$ cat config.mk
export PLATFORM = sky130hd
export DESIGN_NAME = stop_mode_controller
export DESIGN_NICKNAME = d
export VERILOG_FILES = /design/src/stop_mode_pkg.sv /design/src/stop_mode_controller.sv
export SDC_FILE = /design/constraint.sdc
export NUM_CORES = 1
export LEC_CHECK = 0
export ABC_CLOCK_PERIOD_IN_PS = 3940
export BUFFER_PORTS_ARGS = -buffer_cell sky130_fd_sc_hd__buf_2
export CELL_PAD_IN_SITES_DETAIL_PLACEMENT = 1
export CELL_PAD_IN_SITES_GLOBAL_PLACEMENT = 2
export CORE_MARGIN = 1
export CORE_UTILIZATION = 30
export DETAILED_ROUTE_END_ITERATION = 7
export GPL_TIMING_DRIVEN = 0
export PLACE_DENSITY_LB_ADDON = 0.1
export SETUP_SLACK_MARGIN = 0.4
export SYNTH_ARGS = -nofsm -noshare
export SYNTH_HDL_FRONTEND = slang
export SYNTH_SLANG_ARGS = --single-unit
$ cat constraint.sdc
create_clock -name ref_clk -period 3.94 [get_ports ref_clk]
set_clock_uncertainty 0.05 [all_clocks]
set_input_delay 1.182 -clock ref_clk [delete_from_list [all_inputs] [get_ports ref_clk]]
set_output_delay 1.182 -clock ref_clk [all_outputs]
set_load 0.005 [all_outputs]
$ cat src/stop_mode_pkg.sv
// Constants, types and register map of the stop mode controller
package stop_mode_pkg;

    // Timing: clock period and machine cycle (one gear clock period)
    localparam int unsigned CLK_NS    = 50;
    localparam int unsigned MC_NS     = 50;
    localparam int unsigned MC_CYCLES = (MC_NS + CLK_NS - 1) / CLK_NS;
    localparam logic [1:0]  LOW_DIV_M1 = 2'h3;

    // Warm-up counter: duration register scaled by a fixed shift
    localparam int unsigned WU_SHIFT  = 4;
    localparam int unsigned WU_W      = 8 + WU_SHIFT;
    localparam logic [WU_W-1:0] RST_WARM_CNT = 12'h100;

    // Register byte offsets
    localparam logic [5:0] SCO_OFS  = 6'h00;
    localparam logic [5:0] WCC_OFS  = 6'h04;
    localparam logic [5:0] WCD_OFS  = 6'h08;
    localparam logic [5:0] MODE_OFS = 6'h0C;
    localparam logic [5:0] STAT_OFS = 6'h10;
    localparam logic [5:0] INT_OFS  = 6'h14;

    // Field positions
    localparam int unsigned STOP_BIT = 7;
    localparam int unsigned WAKE_RELEASE_SELECT_BIT = 6;
    localparam int unsigned HOLD_BIT = 4;
    localparam int unsigned WSEL_BIT = 0;
    localparam int unsigned WDT_BIT  = 2;
    localparam int unsigned ICLR_BIT = 0;

    // Reset values
    localparam logic [7:0] WCD_RST = 8'h10;

    typedef enum logic [1:0] {
        ST_RUN  = 2'b00,
        ST_STOP = 2'b01,
        ST_WARM = 2'b11
    } pm_state_e;

    typedef enum logic [1:0] {
        MODE_SINGLE = 2'b00,
        MODE_DUAL   = 2'b01,
        MODE_LOW    = 2'b10
    } run_mode_e;

    typedef struct packed {
        logic hi_osc_en;
        logic lo_osc_en;
        logic core_hold;
        logic port_hold;
        logic cpu_clk_gear;
        logic wdt_clk_low;
        logic warmup_src_lo;
    } clk_ctrl_s;

endpackage

$ cat src/stop_mode_controller.sv
// Stop mode entry, wake and warm-up sequencing with an Avalon-MM register slave
`timescale 1ns/1ns
`default_nettype none

module stop_mode_controller
    import stop_mode_pkg::*;
(
    // Clock and reset
    input  wire  logic        ref_clk,
    input  wire  logic        reset,
    // Avalon-MM slave
    input  wire  logic [5:0]  avs_address,
    input  wire  logic        avs_read,
    input  wire  logic        avs_write,
    input  wire  logic [31:0] avs_writedata,
    input  wire  logic [3:0]  avs_byteenable,
    output logic [31:0]       avs_readdata,
    output logic              avs_waitrequest,
    // Wake pins, asynchronous
    input  wire  logic        stop_pin,
    input  wire  logic        key_wake,
    input  wire  logic        volt_wake,
    // Core side
    input  wire  logic [15:0] instr_addr,
    output logic [15:0]       resume_pc_q,
    output logic              tg_clear_q,
    output logic              mcyc_tick_q,
    output logic              int_latch_q,
    output clk_ctrl_s         clk_ctrl_q
);

    ////////////////////////////////////////////////////////////////////////////
    // Decode helper

    function automatic logic hit(input logic [5:0] a, input logic [5:0] ofs);
        hit = (a[5:2] == ofs[5:2]);
    endfunction

    pm_state_e   state_q;
    run_mode_e   mode_q;
    run_mode_e   saved_mode_q;
    logic [2:0]  sync1_q;
    logic [2:0]  sync2_q;
    logic        pin_prev_q;
    logic        wake_release_select_q;
    logic        hold_q;
    logic        wsel_q;
    logic        wdt_sel_q;
    logic [7:0]  wcd_q;
    logic [WU_W-1:0] warm_cnt_q;
    logic [1:0]  mc_cnt_q;
    logic        blind_q;
    logic        ack_q;
    logic        wr_fire;
    logic        entry;
    logic        pin_s;
    logic        pin_rise;
    logic        pin_fall;
    logic        wake;
    logic        warm_done;

    ////////////////////////////////////////////////////////////////////////////
    // Two-flop synchronisers on the always-on clock

    genvar gi;
    generate
        for (gi = 0; gi < 3; gi++) begin : g_sync
            always_ff @(posedge ref_clk or posedge reset) begin
                if (reset) begin
                    sync1_q[gi] <= 1'b0;
                    sync2_q[gi] <= 1'b0;
                end else begin
                    sync1_q[gi] <= (gi == 0) ? stop_pin : (gi == 1) ? key_wake : volt_wake;
                    sync2_q[gi] <= sync1_q[gi];
                end
            end
        end
    endgenerate

    assign pin_s = sync2_q[0];

    always_ff @(posedge ref_clk or posedge reset) begin
        if (reset) begin
            pin_prev_q <= 1'b0;
        end else begin
            pin_prev_q <= pin_s;
        end
    end

    assign pin_rise = pin_s & ~pin_prev_q;
    assign pin_fall = ~pin_s & pin_prev_q;

    ////////////////////////////////////////////////////////////////////////////
    // Avalon-MM slave: one wait state, write takes effect on the answer edge

    assign avs_waitrequest = (avs_read | avs_write) & ~ack_q;
    assign wr_fire = avs_write & ack_q & avs_byteenable[0] & (state_q == ST_RUN);

    always_ff @(posedge ref_clk or posedge reset) begin
        if (reset) begin
            ack_q <= 1'b0;
        end else begin
            ack_q <= (avs_read | avs_write) & ~ack_q;
        end
    end

    always_ff @(posedge ref_clk or posedge reset) begin
        if (reset) begin
            avs_readdata <= 32'h0000_0000;
        end else if (avs_read & ~ack_q) begin
            avs_readdata <= 32'h0000_0000;
            if (hit(avs_address, SCO_OFS)) begin
                avs_readdata[STOP_BIT] <= (state_q == ST_STOP);
                avs_readdata[WAKE_RELEASE_SELECT_BIT] <= wake_release_select_q;
                avs_readdata[HOLD_BIT] <= hold_q;
            end else if (hit(avs_address, WCC_OFS)) begin
                avs_readdata[WSEL_BIT] <= wsel_q;
            end else if (hit(avs_address, WCD_OFS)) begin
                avs_readdata[7:0] <= wcd_q;
            end else if (hit(avs_address, MODE_OFS)) begin
                avs_readdata[1:0] <= mode_q;
                avs_readdata[WDT_BIT] <= wdt_sel_q;
            end else if (hit(avs_address, STAT_OFS)) begin
                avs_readdata[7:0] <= {pin_s, sync2_q[1], sync2_q[2], int_latch_q,
                                      state_q, clk_ctrl_q.hi_osc_en, clk_ctrl_q.lo_osc_en};
            end else if (hit(avs_address, INT_OFS)) begin
                avs_readdata[ICLR_BIT] <= int_latch_q;
            end
        end
    end

    // Configuration registers; the core is halted outside run, so writes are dropped then
    always_ff @(posedge ref_clk or posedge reset) begin
        if (reset) begin
            wake_release_select_q    <= 1'b0;
            hold_q    <= 1'b0;
            wsel_q    <= 1'b0;
            wdt_sel_q <= 1'b0;
            wcd_q     <= WCD_RST;
            mode_q    <= MODE_SINGLE;
        end else if (wr_fire) begin
            if (hit(avs_address, SCO_OFS)) begin
                wake_release_select_q <= avs_writedata[WAKE_RELEASE_SELECT_BIT];
                hold_q <= avs_writedata[HOLD_BIT];
            end
            if (hit(avs_address, WCC_OFS)) begin
                wsel_q <= avs_writedata[WSEL_BIT];
            end
            if (hit(avs_address, WCD_OFS)) begin
                wcd_q <= avs_writedata[7:0];
            end
            if (hit(avs_address, MODE_OFS) && avs_writedata[1:0] != 2'h3) begin
                mode_q    <= run_mode_e'(avs_writedata[1:0]);
                wdt_sel_q <= avs_writedata[WDT_BIT];
            end
        end
    end

    ////////////////////////////////////////////////////////////////////////////
    // Stop sequencing

    // New release select applies to the same write that sets the stop bit
    assign entry = wr_fire & hit(avs_address, SCO_OFS) & avs_writedata[STOP_BIT]
                 & ~(avs_writedata[WAKE_RELEASE_SELECT_BIT] & pin_s);

    assign wake = (wake_release_select_q ? pin_s : (pin_rise & ~blind_q))
                | sync2_q[1] | sync2_q[2];

    assign warm_done = (state_q == ST_WARM) && (warm_cnt_q == '0);

    always_ff @(posedge ref_clk or posedge reset) begin
        if (reset) begin
            state_q <= ST_WARM;
        end else begin
            case (state_q)
                ST_RUN: begin
                    if (entry) begin
                        state_q <= ST_STOP;
                    end
                end
                ST_STOP: begin
                    if (wake) begin
                        state_q <= ST_WARM;
                    end
                end
                ST_WARM: begin
                    if (warm_done) begin
                        state_q <= ST_RUN;
                    end
                end
                default: begin
                    state_q <= ST_RUN;
                end
            endcase
        end
    end

    // Edges seen within one machine cycle after the request are masked
    always_ff @(posedge ref_clk or posedge reset) begin
        if (reset) begin
            blind_q <= 1'b0;
        end else begin
            blind_q <= entry && (MC_CYCLES >= 1);
        end
    end

    always_ff @(posedge ref_clk or posedge reset) begin
        if (reset) begin
            warm_cnt_q <= RST_WARM_CNT;
        end else if (state_q == ST_STOP && wake) begin
            warm_cnt_q <= {wcd_q, {WU_SHIFT{1'b0}}};
        end else if (state_q == ST_WARM && warm_cnt_q != '0) begin
            warm_cnt_q <= warm_cnt_q - 1'b1;
        end
    end

    always_ff @(posedge ref_clk or posedge reset) begin
        if (reset) begin
            saved_mode_q <= MODE_SINGLE;
            resume_pc_q  <= 16'h0000;
        end else if (entry) begin
            saved_mode_q <= mode_q;
            resume_pc_q  <= instr_addr + 16'h0002;
        end
    end

    // Prescaler and divider clear at entry and again as run resumes
    always_ff @(posedge ref_clk or posedge reset) begin
        if (reset) begin
            tg_clear_q <= 1'b0;
        end else begin
            tg_clear_q <= entry | warm_done;
        end
    end

    // Falling edge of the shared pin is the external interrupt; set wins over clear
    always_ff @(posedge ref_clk or posedge reset) begin
        if (reset) begin
            int_latch_q <= 1'b0;
        end else if (pin_fall) begin
            int_latch_q <= 1'b1;
        end else if (wr_fire && hit(avs_address, INT_OFS) && avs_writedata[ICLR_BIT]) begin
            int_latch_q <= 1'b0;
        end
    end

    ////////////////////////////////////////////////////////////////////////////
    // Clock controls, one cycle behind the state

    always_ff @(posedge ref_clk or posedge reset) begin
        if (reset) begin
            clk_ctrl_q <= '0;
        end else begin
            clk_ctrl_q.hi_osc_en     <= (state_q != ST_STOP) && (saved_mode_q != MODE_LOW);
            clk_ctrl_q.lo_osc_en     <= (state_q != ST_STOP) && (saved_mode_q != MODE_SINGLE);
            clk_ctrl_q.core_hold     <= (state_q != ST_RUN);
            clk_ctrl_q.port_hold     <= (state_q == ST_STOP) && hold_q;
            clk_ctrl_q.cpu_clk_gear  <= (mode_q != MODE_LOW);
            clk_ctrl_q.wdt_clk_low   <= (mode_q == MODE_LOW) || (mode_q == MODE_DUAL && wdt_sel_q);
            clk_ctrl_q.warmup_src_lo <= (saved_mode_q == MODE_LOW);
        end
    end

    // Machine cycle tick: every gear clock, or every fourth in low-clock run
    always_ff @(posedge ref_clk or posedge reset) begin
        if (reset) begin
            mc_cnt_q    <= 2'h0;
            mcyc_tick_q <= 1'b0;
        end else if (state_q != ST_RUN) begin
            mc_cnt_q    <= 2'h0;
            mcyc_tick_q <= 1'b0;
        end else if (mode_q != MODE_LOW) begin
            mc_cnt_q    <= 2'h0;
            mcyc_tick_q <= 1'b1;
        end else begin
            mc_cnt_q    <= (mc_cnt_q == LOW_DIV_M1) ? 2'h0 : mc_cnt_q + 2'h1;
            mcyc_tick_q <= (mc_cnt_q == LOW_DIV_M1);
        end
    end

    ////////////////////////////////////////////////////////////////////////////
    // Checks

    property p_enter;
        @(posedge ref_clk) disable iff (reset) entry |=> state_q == ST_STOP;
    endproperty
    a_enter: assert property (p_enter) else $error("stop not entered");

    property p_osc_off;
        @(posedge ref_clk) disable iff (reset)
            (state_q == ST_STOP) && $past(state_q == ST_STOP)
            |-> !clk_ctrl_q.hi_osc_en && !clk_ctrl_q.lo_osc_en && clk_ctrl_q.core_hold;
    endproperty
    a_osc_off: assert property (p_osc_off) else $error("oscillator running in stop");

    property p_level_block;
        @(posedge ref_clk) disable iff (reset)
            wr_fire && hit(avs_address, SCO_OFS) && avs_writedata[STOP_BIT]
            && avs_writedata[WAKE_RELEASE_SELECT_BIT] && pin_s |=> state_q == ST_RUN;
    endproperty
    a_level_block: assert property (p_level_block) else $error("stop taken with pin high");

    property p_edge_honour;
        @(posedge ref_clk) disable iff (reset)
            wr_fire && hit(avs_address, SCO_OFS) && avs_writedata[STOP_BIT]
            && !avs_writedata[WAKE_RELEASE_SELECT_BIT] |=> state_q == ST_STOP;
    endproperty
    a_edge_honour: assert property (p_edge_honour) else $error("edge mode request lost");

    property p_pc;
        @(posedge ref_clk) disable iff (reset)
            entry |=> tg_clear_q && resume_pc_q == $past(instr_addr) + 16'h0002;
    endproperty
    a_pc: assert property (p_pc) else $error("resume address or clear wrong");

    property p_level_wake;
        @(posedge ref_clk) disable iff (reset)
            state_q == ST_STOP && wake_release_select_q && pin_s |=> state_q == ST_WARM;
    endproperty
    a_level_wake: assert property (p_level_wake) else $error("level wake missed");

    property p_no_return;
        @(posedge ref_clk) disable iff (reset)
            state_q == ST_WARM && !warm_done |=> state_q == ST_WARM;
    endproperty
    a_no_return: assert property (p_no_return) else $error("warm-up left early");

    property p_blind;
        @(posedge ref_clk) disable iff (reset)
            state_q == ST_STOP && blind_q && !wake_release_select_q && !sync2_q[1] && !sync2_q[2]
            |=> state_q == ST_STOP;
    endproperty
    a_blind: assert property (p_blind) else $error("early edge released stop");

    property p_edge_wake;
        @(posedge ref_clk) disable iff (reset)
            state_q == ST_STOP && !wake_release_select_q && pin_rise && !blind_q
            |=> state_q == ST_WARM ##1 clk_ctrl_q.warmup_src_lo == (saved_mode_q == MODE_LOW);
    endproperty
    a_edge_wake: assert property (p_edge_wake) else $error("edge wake or source wrong");

    c_level_cycle: cover property (@(posedge ref_clk) disable iff (reset)
        state_q == ST_STOP && wake_release_select_q ##1 state_q == ST_WARM);
    c_edge_cycle: cover property (@(posedge ref_clk) disable iff (reset)
        state_q == ST_STOP && !wake_release_select_q && pin_rise);
    c_resume: cover property (@(posedge ref_clk) disable iff (reset)
        warm_done && saved_mode_q == MODE_DUAL);

endmodule

`default_nettype wire

# Yosys cells after proc, flatten, opt, wreduce, memory -nomap -nowiden
# Index checks and enable logic that the tools add are counted.
# word_totals
ff_bits	75
input_bits	65
# op_classes
add_sub_neg	3
eq_ne	18
mux	26
bitwise_logic	21
n_reduce_logical	24
# ops
cell	count
12-bit 2-to-1 mux	2
16-bit by 2-bit adder with 16-bit output (second input constant)	1
2-bit 2-to-1 mux	7
7-bit 2-to-1 mux	2
1-bit bitwise AND	12
12-bit zero test	1
2-bit inequality test (second input constant)	6
12-bit nonzero test	1
12-bit by 1-bit subtractor with 12-bit output (second input constant)	1
1-bit logical AND	10
1-bit 2-to-1 mux	10
2-bit == test (second input constant)	4
4-bit by 2-bit == test with 1-bit output (second input constant)	2
4-bit by 3-bit == test with 1-bit output (second input constant)	2
8-bit 2-to-1 mux	1
2-bit AND reduction	4
2-bit nonzero test	4
2-bit one-hot mux with 3 select lines	1
5-bit 2-to-1 mux	1
1-bit inverter	5
2-bit by 1-bit == test with 1-bit output (second input constant)	2
4-bit by 1-bit == test with 1-bit output (second input constant)	1
4-bit zero test	1
4-bit 2-to-1 mux	1
other kinds (7)	10

# Longest topological paths before layout
# Gate-level depths: netlist of the first run.
# logic_depth
word_depth	8
mapped_depth	9
depth_no_buf	7

# Least setup slack after synthesis of the first run
# No wires, ideal clock.
# synth_timing
path_type	input-to-reg
startpoint	input port avs_address[3]
endpoint	register resume_pc_q[11]
setup_time_ps	73
arrival_time_ps	2611
setup_slack_ps	1206
cell_stages	8
cell_sequence	clkbuf_1 -> or3_4 -> or4_4 -> buf_6 -> clkinv_4 -> buf_8 -> nor2_2 -> a21oi_2
# synth_between
elab_chain_cells	4
# synth_rtl
item	line_no	source
start: declaration	stop_mode_controller.sv:12	input wire logic [5:0] avs_address,
4-bit zero test	stop_mode_controller.sv:36	hit = (a[5:2] == ofs[5:2]);
1-bit bitwise AND (2 in a row)	stop_mode_controller.sv:163	assign entry = wr_fire & hit(avs_address, SCO_OFS) & avs_writedata[STOP_BIT]
1-bit bitwise AND	stop_mode_controller.sv:164	& ~(avs_writedata[WAKE_RELEASE_SELECT_BIT] & pin_s);
net entry	stop_mode_controller.sv:55	logic entry;
end signal: assignment	stop_mode_controller.sv:223	resume_pc_q <= instr_addr + 16'h0002;
end: declaration	stop_mode_controller.sv:25	output logic [15:0] resume_pc_q,
# The timed path passes the listed nets, and every way through them passes these cells.
# A chain may end at the register's enable or synchronous reset.

# Worst setup path after layout of the first run
# layout_timing
startpoint	input port avs_read
endpoint	output port avs_waitrequest
# layout_between
elab_chain_cells	2
# layout_rtl
item	line_no	source
start: declaration	stop_mode_controller.sv:13	input wire logic avs_read,
1-bit OR	stop_mode_controller.sv:96	assign avs_waitrequest = (avs_read | avs_write) & ~ack_q;
1-bit bitwise AND	stop_mode_controller.sv:96	
end: declaration	stop_mode_controller.sv:18	output logic avs_waitrequest,
# No other way between the ends.

==> out/results.txt, run 1 <==
outcome = finished clean
CTS Hold Bufs = 0
peak supply drop = 0.1778 mV
Post-CTS Setup Inserts = 0
H-tree depth = 3
largest net degree at the start of global routing = 54
CP startpoint kind = input port
post-route ant nets = 0
P per Cell Area = 519.6 mW/mm²
initial DRC count = 82
Slew HR = 48.83%
count of final hold-check violations = 0
1st-pass router iterations = 4
instance count on the critical path = 4
Internal = 0.001631 W
fin. max-slew vios = 0
area share of the largest cell type after synthesis = 47.89%
max frequency = 358.6 MHz
initial antenna violation count = 0
Layout area overhead = 24.99%
die footprint = 0.01281 mm²
# IOs = 124
crit end category = primary output
max-cap violation count = 0
Clock Latency Late Sink = 0.34 ns
power share of the clock group = 34.4%
Vias = 2,974
Worst EP required = 2.71 ns
Synth Warn # = 0
final WL = 9.866 mm
post-CTS sizing = 0
first-pass GRT wire length = 16.11 mm
Switching Share = 32.30%
Num CTS Buffers = 9
worst slew pin tran = 0.7675 ns
IO Port Bufs = 66
P_sw = 0.0007782 W
Starting Density = 30.89%
RSZ-0062 raised after global routing = false
crit path cell chain = buf_2 > nor2_1 > nor2_1 > buf_2
Die H = 113.2 µm
WL/cell = 15.79 µm
slowest stage delay, CP = 0.12 ns
CTS root buf = clkbuf_16
list of most frequent post-synthesis cells = dfrtp_1, nand2_1, nor2_1
Synth Register Bits = 75
core box area = 0.01201 mm²
placed cell count = 609
Synth Flop Type = dfrtp_1
top cell type by total area after synthesis = dfrtp_1
Comb power frac = 24.7%
Buf+Inv Stages, Crit Path = 2
CTS Buffer Depth = 2
vias per inst = 4.758
total congestion overflow = 0
minimum clock period = 2.789 ns
layout cells sized above 1 = 29.08%
GRT Overall Usage = 16.65%
routability cong. = 0.7801
Sink Count = 75
hpwl dp = 7.263 mm
Syn Area/Cell = 9.973 µm²
critical path arrival = 1.56 ns
Chip Width = 113.2 µm
mapped cell area = 0.003710 mm²
critical path class = in -> out
Post-Syn Instances = 372
Remaining DRCs = 0
Largest delay share family, worst path = buffers and inverters
number of global-route vias before repair = 3,116
ys async rst share = 100.0%
HP Class = reg -> reg
post-route cell area = 0.004637 mm²
largest cells by area after synthesis = dfrtp_1, nand2_1, buf_4
CTS tree = done
CTS clk-pin slew, worst paths = 0.06 ns
worst-path maximum fanout = 2
final setup violation count = 0
site row count = 40
setup TNS = 0 ns
Yosys cell types = 55
part of the power in registers = 40.9%
Slowest cell on crit path = buf_2
hold path cells = 0
Placed Area = 0.004340 mm²
Tcrit/Tclk final = 70.78%
Layout Nets = 542
dominant cell by count in the synthesized netlist = dfrtp_1
sequential share of the synthesized area = 50.73%
fin cells = 625
EDFF count, synth = 0
# diodes = 0
worst-case reg-to-reg path depth = 7
Leak = 2.292 nW
[metal layers]
layer / part of all wire, % / track usage (%) / vias to the layer above / wire length (µm)
li1: - / - / 1444 / -
met2: 45 / 26.05 / 78 / 4455
met4: 1.6 / 6.579 / 0 / 161
met3: 6.2 / 4.553 / 12 / 611
met1: 47 / 21.84 / 1440 / 4638
met5: 0 / 0 / - / 0
[path summary, 6_finish.rpt]
check / start / to / slack [ns]
max in group asynchronous: reset / state_q[1] / 2.46
min reg2reg: sync1_q[0] / pin_s / 0.30
max: avs_read / avs_waitrequest / 1.15
min in group asynchronous: reset / warm_cnt_q[3] / 0.77
min: sync1_q[0] / pin_s / 0.30
max reg2reg: warm_cnt_q[0] / warm_cnt_q[10] / 1.58
[power groups by stage]
stage	logic, W	registers [W]	clock network (W)
2_1_floorplan	0.000410	0.000970	0
3_3_place_gp	0.000582	0.000995	0
5_1_grt	0.000678	0.00100	0.000888
4_1_cts	0.000606	0.000986	0.000853
6_report	0.000595	0.000985	0.000829
3_5_place_dp	0.000600	0.000998	0
[sequential cells by signal (all words and copies together), names as in the netlist, 2 cells and up]
signal,cells
mode_q,2
sync2_q,2
warm_cnt_q,12
wcd_q,8
avs_readdata,8
resume_pc_q,16
clk_ctrl_q,7
state_q,2
mc_cnt_q,2
saved_mode_q,2
sync1_q,3
[placed cells by master (no fill, tap or decap), types with 3 or more instances in the layout]
cell       instances
clkbuf_1           9
buf_2             67
buf_4             24
inv_1             11
nand3_1           12
dfstp_2            4
clkbuf_16          9
o41ai_1            3
a22o_1             8
o21ai_1           11
mux2i_1            5
and3_1             4
ha_1               4
or3_1              3
conb_1            24
mux2_2            12
buf_6              4
xnor2_1            4
nand2_1           57
o21ai_0           14
nor2b_1            4
nand4_1            5
dfrtp_1           71
xor2_1             9
or4_1              4
nor3_1             4
a21oi_1            6
o211ai_1           4
nand2b_1           5
nor2_1            33
a22oi_1            4
[cell families after synthesis]
| logic type | Yosys count | share of synthesized area [%] |
|---|---|---|
| simple gates | 152 | 20.30 |
| flops | 75 | 50.72 |
| compound gates | 60 | 10.69 |
| buf+inv | 50 | 8.769 |
| mux | 17 | 4.992 |
| xor+xnor | 13 | 3.069 |
| fa+ha+maj | 4 | 1.349 |
| other cells | 1 | 0.1011 |
[through the flow]
stage | total power, W | utilization, % | setup WS (ns) | hold WS, ns
floorplan | 0.001380 | - | 0.8046 | 0.2812
finish | 0.002410 | 38.60 | 1.151 | 0.2963
detailed placement | 0.001598 | 36.14 | 0.9954 | 0.2862
CTS | 0.002446 | 38.60 | 1.141 | 0.2994
global route | 0.002570 | 38.60 | 1.098 | 0.3153
global placement | 0.001578 | 35.89 | -0.2920 | 0.2840
[final cells by class]
type / count / area, µm²
Timing Repair Buffer: 67 / 357.8
Tap cell: 147 / 183.9
Sequential cell: 75 / 1882
Multi-Input combinational cell: 270 / 1589
Clock buffer: 12 / 246.5
Fill cell: 1417 / 7375
Inverter: 13 / 56.30
Clock inverter: 4 / 50.05
Buffer: 37 / 271.5
No activity file was read; power rests on OpenSTA's default activity.
==> inputs of run 2 (changes only) <==
--- a/config.mk
+++ b/config.mk
@@ -5,7 +5,7 @@
 export SDC_FILE = /design/constraint.sdc
 export NUM_CORES = 1
 export LEC_CHECK = 0
-export ABC_CLOCK_PERIOD_IN_PS = 3940
+export ABC_CLOCK_PERIOD_IN_PS = 2890
 export BUFFER_PORTS_ARGS = -buffer_cell sky130_fd_sc_hd__buf_2
 export CELL_PAD_IN_SITES_DETAIL_PLACEMENT = 1
 export CELL_PAD_IN_SITES_GLOBAL_PLACEMENT = 2
==> constraint.sdc (replaced) <==
create_clock -name ref_clk -period 2.89 [get_ports ref_clk]
set_clock_uncertainty 0.05 [all_clocks]
set_input_delay 0.867 -clock ref_clk [delete_from_list [all_inputs] [get_ports ref_clk]]
set_output_delay 0.867 -clock ref_clk [all_outputs]
set_load 0.005 [all_outputs]
==> run 2 against run 1 <==
  * Register-to-register slack got worse by 0.99 ns
  * Wire length decreased by 0.31%
  * Via count increased by 0.54%
  * Count of clock-buffer cells in the layout decreased by 2
  * Non-clock buffer count increased by 3
  * Die area unchanged
  * Worst hold slack improved by 0.0019 ns
  * First-iteration DRC count increased by 33%
  * Cell area increased by 0.35%
  * Clock power increased by 33%
  * Combinational power increased by 38%
  * Cell count increased by 0.32%
==> out/results.txt, run 2 (synthesis gave the netlist of run 1 again) <==
Layout area overhead = 25.43%
crit end category = flop
setup TNS = 0 ns (unchanged)
slowest stage delay, CP = 0.49 ns (+0.37 ns)
P per Cell Area = 701.5 mW/mm² (+35%)
count of final hold-check violations = 0 (unchanged)
Chip Width = 113.2 µm (unchanged)
Layout Nets = 545 (+0.55%)
WL/cell = 15.69 µm (-0.63%)
GRT Overall Usage = 16.70% (+0.054 points)
Slowest cell on crit path = or3b_2
crit path cell chain = inv_1 > ha_1 > or3b_2 > nor3_2 > nand2_1 > a32o_1 > a211o_1
layout cells sized above 1 = 29.58% (+0.50 points)
vias per inst = 4.769 (+0.22%)
final core occ = 38.74% (+0.14 points)
max reg flops = 16 (unchanged)
core box area = 0.01201 mm² (unchanged)
commonest non-fill, non-tap cells in the layout = dfrtp_1, buf_2, nand2_1
Num CTS Buffers = 9 (unchanged)
CTS clk-pin slew, worst paths = 0.06 ns (about the same)
r2r setup slk = 0.59 ns (-0.99 ns)
peak supply drop = 0.3027 mV (+70%)
top flop regs = resume_pc_q (16), warm_cnt_q (12)
RSZ-0062 raised after global routing = false
hpwl dp = 7.363 mm (+1.4%)
Tcrit/Tclk final = 79.48%
Die H = 113.2 µm (unchanged)
max frequency = 435.3 MHz
minimum clock period = 2.297 ns
H-tree depth = 3 (unchanged)
number of global-route vias before repair = 3,043 (-2.3%)
initial antenna violation count = 0 (unchanged)
final setup violation count = 0 (unchanged)
initial DRC count = 109 (+33%)
largest net degree at the start of global routing = 33 (-39%)
Worst EP required = 3.06 ns (+0.35 ns)
outcome = finished clean
1st-pass router iterations = 4 (unchanged)
Leak = 2.298 nW (+0.26%)
max-cap violation count = 0 (unchanged)
routability cong. = 0.7287 (-6.6%)
first-pass GRT wire length = 16.33 mm (+1.3%)
critical path arrival = 2.47 ns (+0.91 ns)
worst-path maximum fanout = 6 (+4)
HP Class = reg -> reg
Vias = 2,990 (+0.54%)
final WL = 9.835 mm (-0.31%)
Starting Density = 30.89% (unchanged)
post-route ant nets = 0 (unchanged)
CTS root buf = clkbuf_16
# IOs = 124 (unchanged)
site row count = 40 (unchanged)
Clock Latency Late Sink = 0.33 ns (about the same)
CTS Buffer Depth = 2 (unchanged)
Slew HR = 49.76% (+0.93 points)
Remaining DRCs = 0 (unchanged)
Sink Count = 75 (unchanged)
Largest Register = resume_pc_q
die footprint = 0.01281 mm² (unchanged)
most common cell after layout, fill and taps aside = dfrtp_1
CP startpoint kind = flop
CTS tree = done
total congestion overflow = 0 (unchanged)
# diodes = 0 (unchanged)
worst slew pin tran = 0.7535 ns (-0.01402 ns)
critical path class = reg -> reg
fin. max-slew vios = 0 (unchanged)
IO Port Bufs = 66 (unchanged)
==> run 2: repair_timing <==
action | in CTS | in global routing
setup buffers | 0 | 2
endpoints found under the setup margin | 0 | 3
endpoints found under the hold margin | 0 | 0
hold buffers | 0 | 0
resized for setup | 0 | 1
==> run 2: layer usage <==
layer	vias to the layer above	global-route usage, %	part of all wire [%]
met5	-	0	0
met4	0	8.333	2.4
met3	14	3.749	5.3
met2	79	24.91	44
met1	1443	22.77	48
li1	1454	-	-
==> run 2: final timing paths <==
kind / from / endpoint / depth (start not counted)
max: warm_cnt_q[0] / warm_cnt_q[10] / 7
min: sync1_q[0] / pin_s / 0
max reg2reg: warm_cnt_q[0] / warm_cnt_q[10] / 7
min reg2reg: sync1_q[0] / pin_s / 0
max in group asynchronous: reset / wcd_q[2] / 4
min in group asynchronous: reset / tg_clear_q / 2
==> run 2: where the power goes <==
part,total (W),internal (W),switching [W],leakage [nW]
Combinational,0.000822,0.000335,0.000487,1.19
Sequential,0.00134,0.00121,0.000138,0.976
Clock,0.00110,0.000661,0.000438,0.134
==> run 2: layout make-up <==
class	count	area, µm²
buffer	37	271.5
clock buffer	10	229.0
clock inverter	5	55.05
fill	1402	7358
inverter	13	57.56
multi-input combinational	270	1589
sequential	75	1882
tap	147	183.9
timing repair buffer	70	385.4
==> run 2: metrics by stage <==
stage          area, µm²  worst slack [ns]  hold WS [ns]  total power, W  cells
2_1_floorplan       3800            0.4713        0.2812        0.001882    395
3_3_place_gp        4314            0.2723        0.2833        0.002147    608
3_5_place_dp        4354            0.2635        0.2870        0.002182    610
4_1_cts             4638            0.5590        0.2994        0.003311    625
5_1_grt             4653            0.4272        0.3030        0.003490    627
6_report            4653            0.5930        0.2982        0.003264    627
==> run 2: critical path, delay by kind of cell, from the launching register on <==
kind                       cells  cell delay, ns
AOI/OAI and AO/OA              2            0.53
adders and majority gates      1            0.18
buffers and inverters          1            0.10
DFF                            1            0.42
and+or+nand+nor                3            0.90
==> inputs of run 3 (changes only) <==
--- a/config.mk
+++ b/config.mk
@@ -5,7 +5,7 @@
 export SDC_FILE = /design/constraint.sdc
 export NUM_CORES = 1
 export LEC_CHECK = 0
-export ABC_CLOCK_PERIOD_IN_PS = 2890
+export ABC_CLOCK_PERIOD_IN_PS = 2400
 export BUFFER_PORTS_ARGS = -buffer_cell sky130_fd_sc_hd__buf_2
 export CELL_PAD_IN_SITES_DETAIL_PLACEMENT = 1
 export CELL_PAD_IN_SITES_GLOBAL_PLACEMENT = 2
==> constraint.sdc (replaced) <==
create_clock -name ref_clk -period 2.4 [get_ports ref_clk]
set_clock_uncertainty 0.05 [all_clocks]
set_input_delay 0.72 -clock ref_clk [delete_from_list [all_inputs] [get_ports ref_clk]]
set_output_delay 0.72 -clock ref_clk [all_outputs]
set_load 0.005 [all_outputs]
==> run 3 against run 2 <==
  * Cell area up 7.6%
  * Worst setup slack worse by 0.20 ns
  * First-iteration DRC count down 15%
  * Highest routed layer unchanged
  * Power up 27%
  * Count of clock-buffer cells in the layout down 1
  * Critical path depth unchanged
  * Combinational power up 50%
  * Sequential power up 22%
  * Sequential share of layout area down 2.9 points
  * Clock power up 16%
==> out/results.txt, run 3 (synthesis gave the netlist of run 1 again) <==
Sink Count = 75 (unchanged)
max reg flops = 16 (unchanged)
Clock Latency Late Sink = 0.34 ns (about the same)
Leak = 2.474 nW (+7.7%)
site row count = 40 (unchanged)
core box area = 0.01201 mm² (unchanged)
Placed Area = 0.004375 mm² (+0.49%)
placed cell count = 610 (unchanged)
routability cong. = 0.7776 (+6.7%)
number of global-route vias before repair = 3,178 (+4.4%)
CTS tree = done
Worst EP required = 2.58 ns (-0.48 ns)
CTS Hold Bufs = 0 (unchanged)
r2r setup slk = 0.41 ns (-0.18 ns)
Vias = 3,110 (+4.0%)
GRT Overall Usage = 16.97% (+0.27 points)
setup TNS = 0 ns (unchanged)
Remaining DRCs = 0 (unchanged)
peak supply drop = 0.2984 mV (-1.4%)
fin. max-slew vios = 0 (unchanged)
CTS root buf = clkbuf_16
count of final hold-check violations = 0 (unchanged)
HP Class = in -> async
Layout Nets = 566 (+3.9%)
WL/cell = 16.07 µm (+2.5%)
hpwl dp = 7.402 mm (+0.52%)
crit end category = flop
most common cell after layout, fill and taps aside = dfrtp_1
outcome = finished clean
die footprint = 0.01281 mm² (unchanged)
reg2reg start = warm_cnt_q[0]
layout cells sized above 1 = 36.73% (+7.1 points)
critical path class = in -> reg
CP startpoint kind = input port
fin cells = 648 (+3.3%)
largest net degree at the start of global routing = 37 (+12%)
CTS Buffer Depth = 2 (unchanged)
reg-to-reg endpoint = warm_cnt_q[6]
Slew HR = 64.63% (+15 points)
initial DRC count = 93 (-15%)
Tcrit/Tclk final = 83.82%
worst-path maximum fanout = 8 (+2)
worst-case reg-to-reg path depth = 8 (+1)
Tot Pwr = 0.004134 W (+27%)
max frequency = 497.1 MHz
RSZ-0062 raised after global routing = true
post-route cell area = 0.005006 mm² (+7.6%)
# diodes = 0 (unchanged)
H-tree depth = 3 (unchanged)
critical path arrival = 2.19 ns (-0.28 ns)
worst slew pin tran = 0.5265 ns (-0.2270 ns)
initial antenna violation count = 0 (unchanged)
CTS clk-pin slew, worst paths = 0.06 ns (about the same)
Chip Width = 113.2 µm (unchanged)
max-cap violation count = 0 (unchanged)
final setup violation count = 0 (unchanged)
vias per inst = 4.799 (+0.64%)
final core occ = 41.68% (+2.9 points)
Starting Density = 30.89% (unchanged)
minimum clock period = 2.012 ns
Num CTS Buffers = 9 (unchanged)
Layout area overhead = 34.94%
1st-pass router iterations = 4 (unchanged)
P per Cell Area = 825.9 mW/mm² (+18%)
# IOs = 124 (unchanged)
first-pass GRT wire length = 16.51 mm (+1.1%)
IO Port Bufs = 66 (unchanged)
Die H = 113.2 µm (unchanged)
total congestion overflow = 0 (unchanged)
commonest non-fill, non-tap cells in the layout = dfrtp_1, buf_2, nand2_1
top flop regs = resume_pc_q (16), warm_cnt_q (12)
Largest Register = resume_pc_q
post-route ant nets = 0 (unchanged)
final WL = 10.41 mm (+5.9%)
run 3: final cells by class:
type / count / area [µm²]
plain buffers: 37 / 329.1
clock buffers: 9 / 225.2
clock inverters: 6 / 50.05
fillers: 1384 / 7005
inverters: 13 / 65.06
multi-input cells: 270 / 1665
flip-flops and latches: 75 / 1882
well taps: 147 / 183.9
repair buffers: 91 / 605.6
run 3: repair_timing:
| action | in CTS | in global routing |
|---|---|---|
| buffers inserted | 12 | 8 |
| resized for setup | 20 | 17 |
| gates cloned | 1 | 2 |
| endpoints found under the setup margin | 40 | 40 |
| pin swaps | 5 | 9 |
run 3: how the worst max path moves through the flow:
| stage | startpoint | slack, ns | cells past startpoint | end |
|---|---|---|---|---|
| floorplan | avs_address[4] | 0.15 | 8 | resume_pc_q[11] |
| global placement | avs_address[3] | -0.01 | 8 | resume_pc_q[15] |
| detailed placement | avs_address[3] | -0.02 | 8 | resume_pc_q[11] |
| CTS | warm_cnt_q[0] | 0.37 | 8 | warm_cnt_q[6] |
| global route | warm_cnt_q[0] | 0.28 | 8 | warm_cnt_q[6] |
| finish | avs_address[4] | 0.39 | 7 | resume_pc_q[9] |
run 3: report_power, final:
part           internal [W]  total [W]  switching (W)  leakage, nW
sequential          0.00145    0.00163       0.000179        0.976
combinational      0.000559    0.00123       0.000668         1.37
clock              0.000707    0.00128       0.000572        0.129
run 3: layer usage:
metal	vias to the layer above	global-route usage (%)	routed length [µm]
li1	1494	-	-
met1	1531	21.44	4753
met2	73	27.65	4902
met3	12	4.017	550
met4	0	7.456	207
met5	-	0	0
run 3: stage by stage:
step	setup WS [ns]	hold WS, ns
detailed placement	-0.02005	0.2886
finish	0.3884	0.2586
CTS	0.3734	0.2544
global placement	-0.01244	0.2849
global route	0.2829	0.2669
floorplan	0.1470	0.2812
run 3: critical path: stages:
cell and delay, ns:
buf_12 0.11, or3_4 0.39, or4_4 0.53, buf_12 0.18, clkbuf_16 0.15, nand2_1 0.07, o21ai_2 0.05
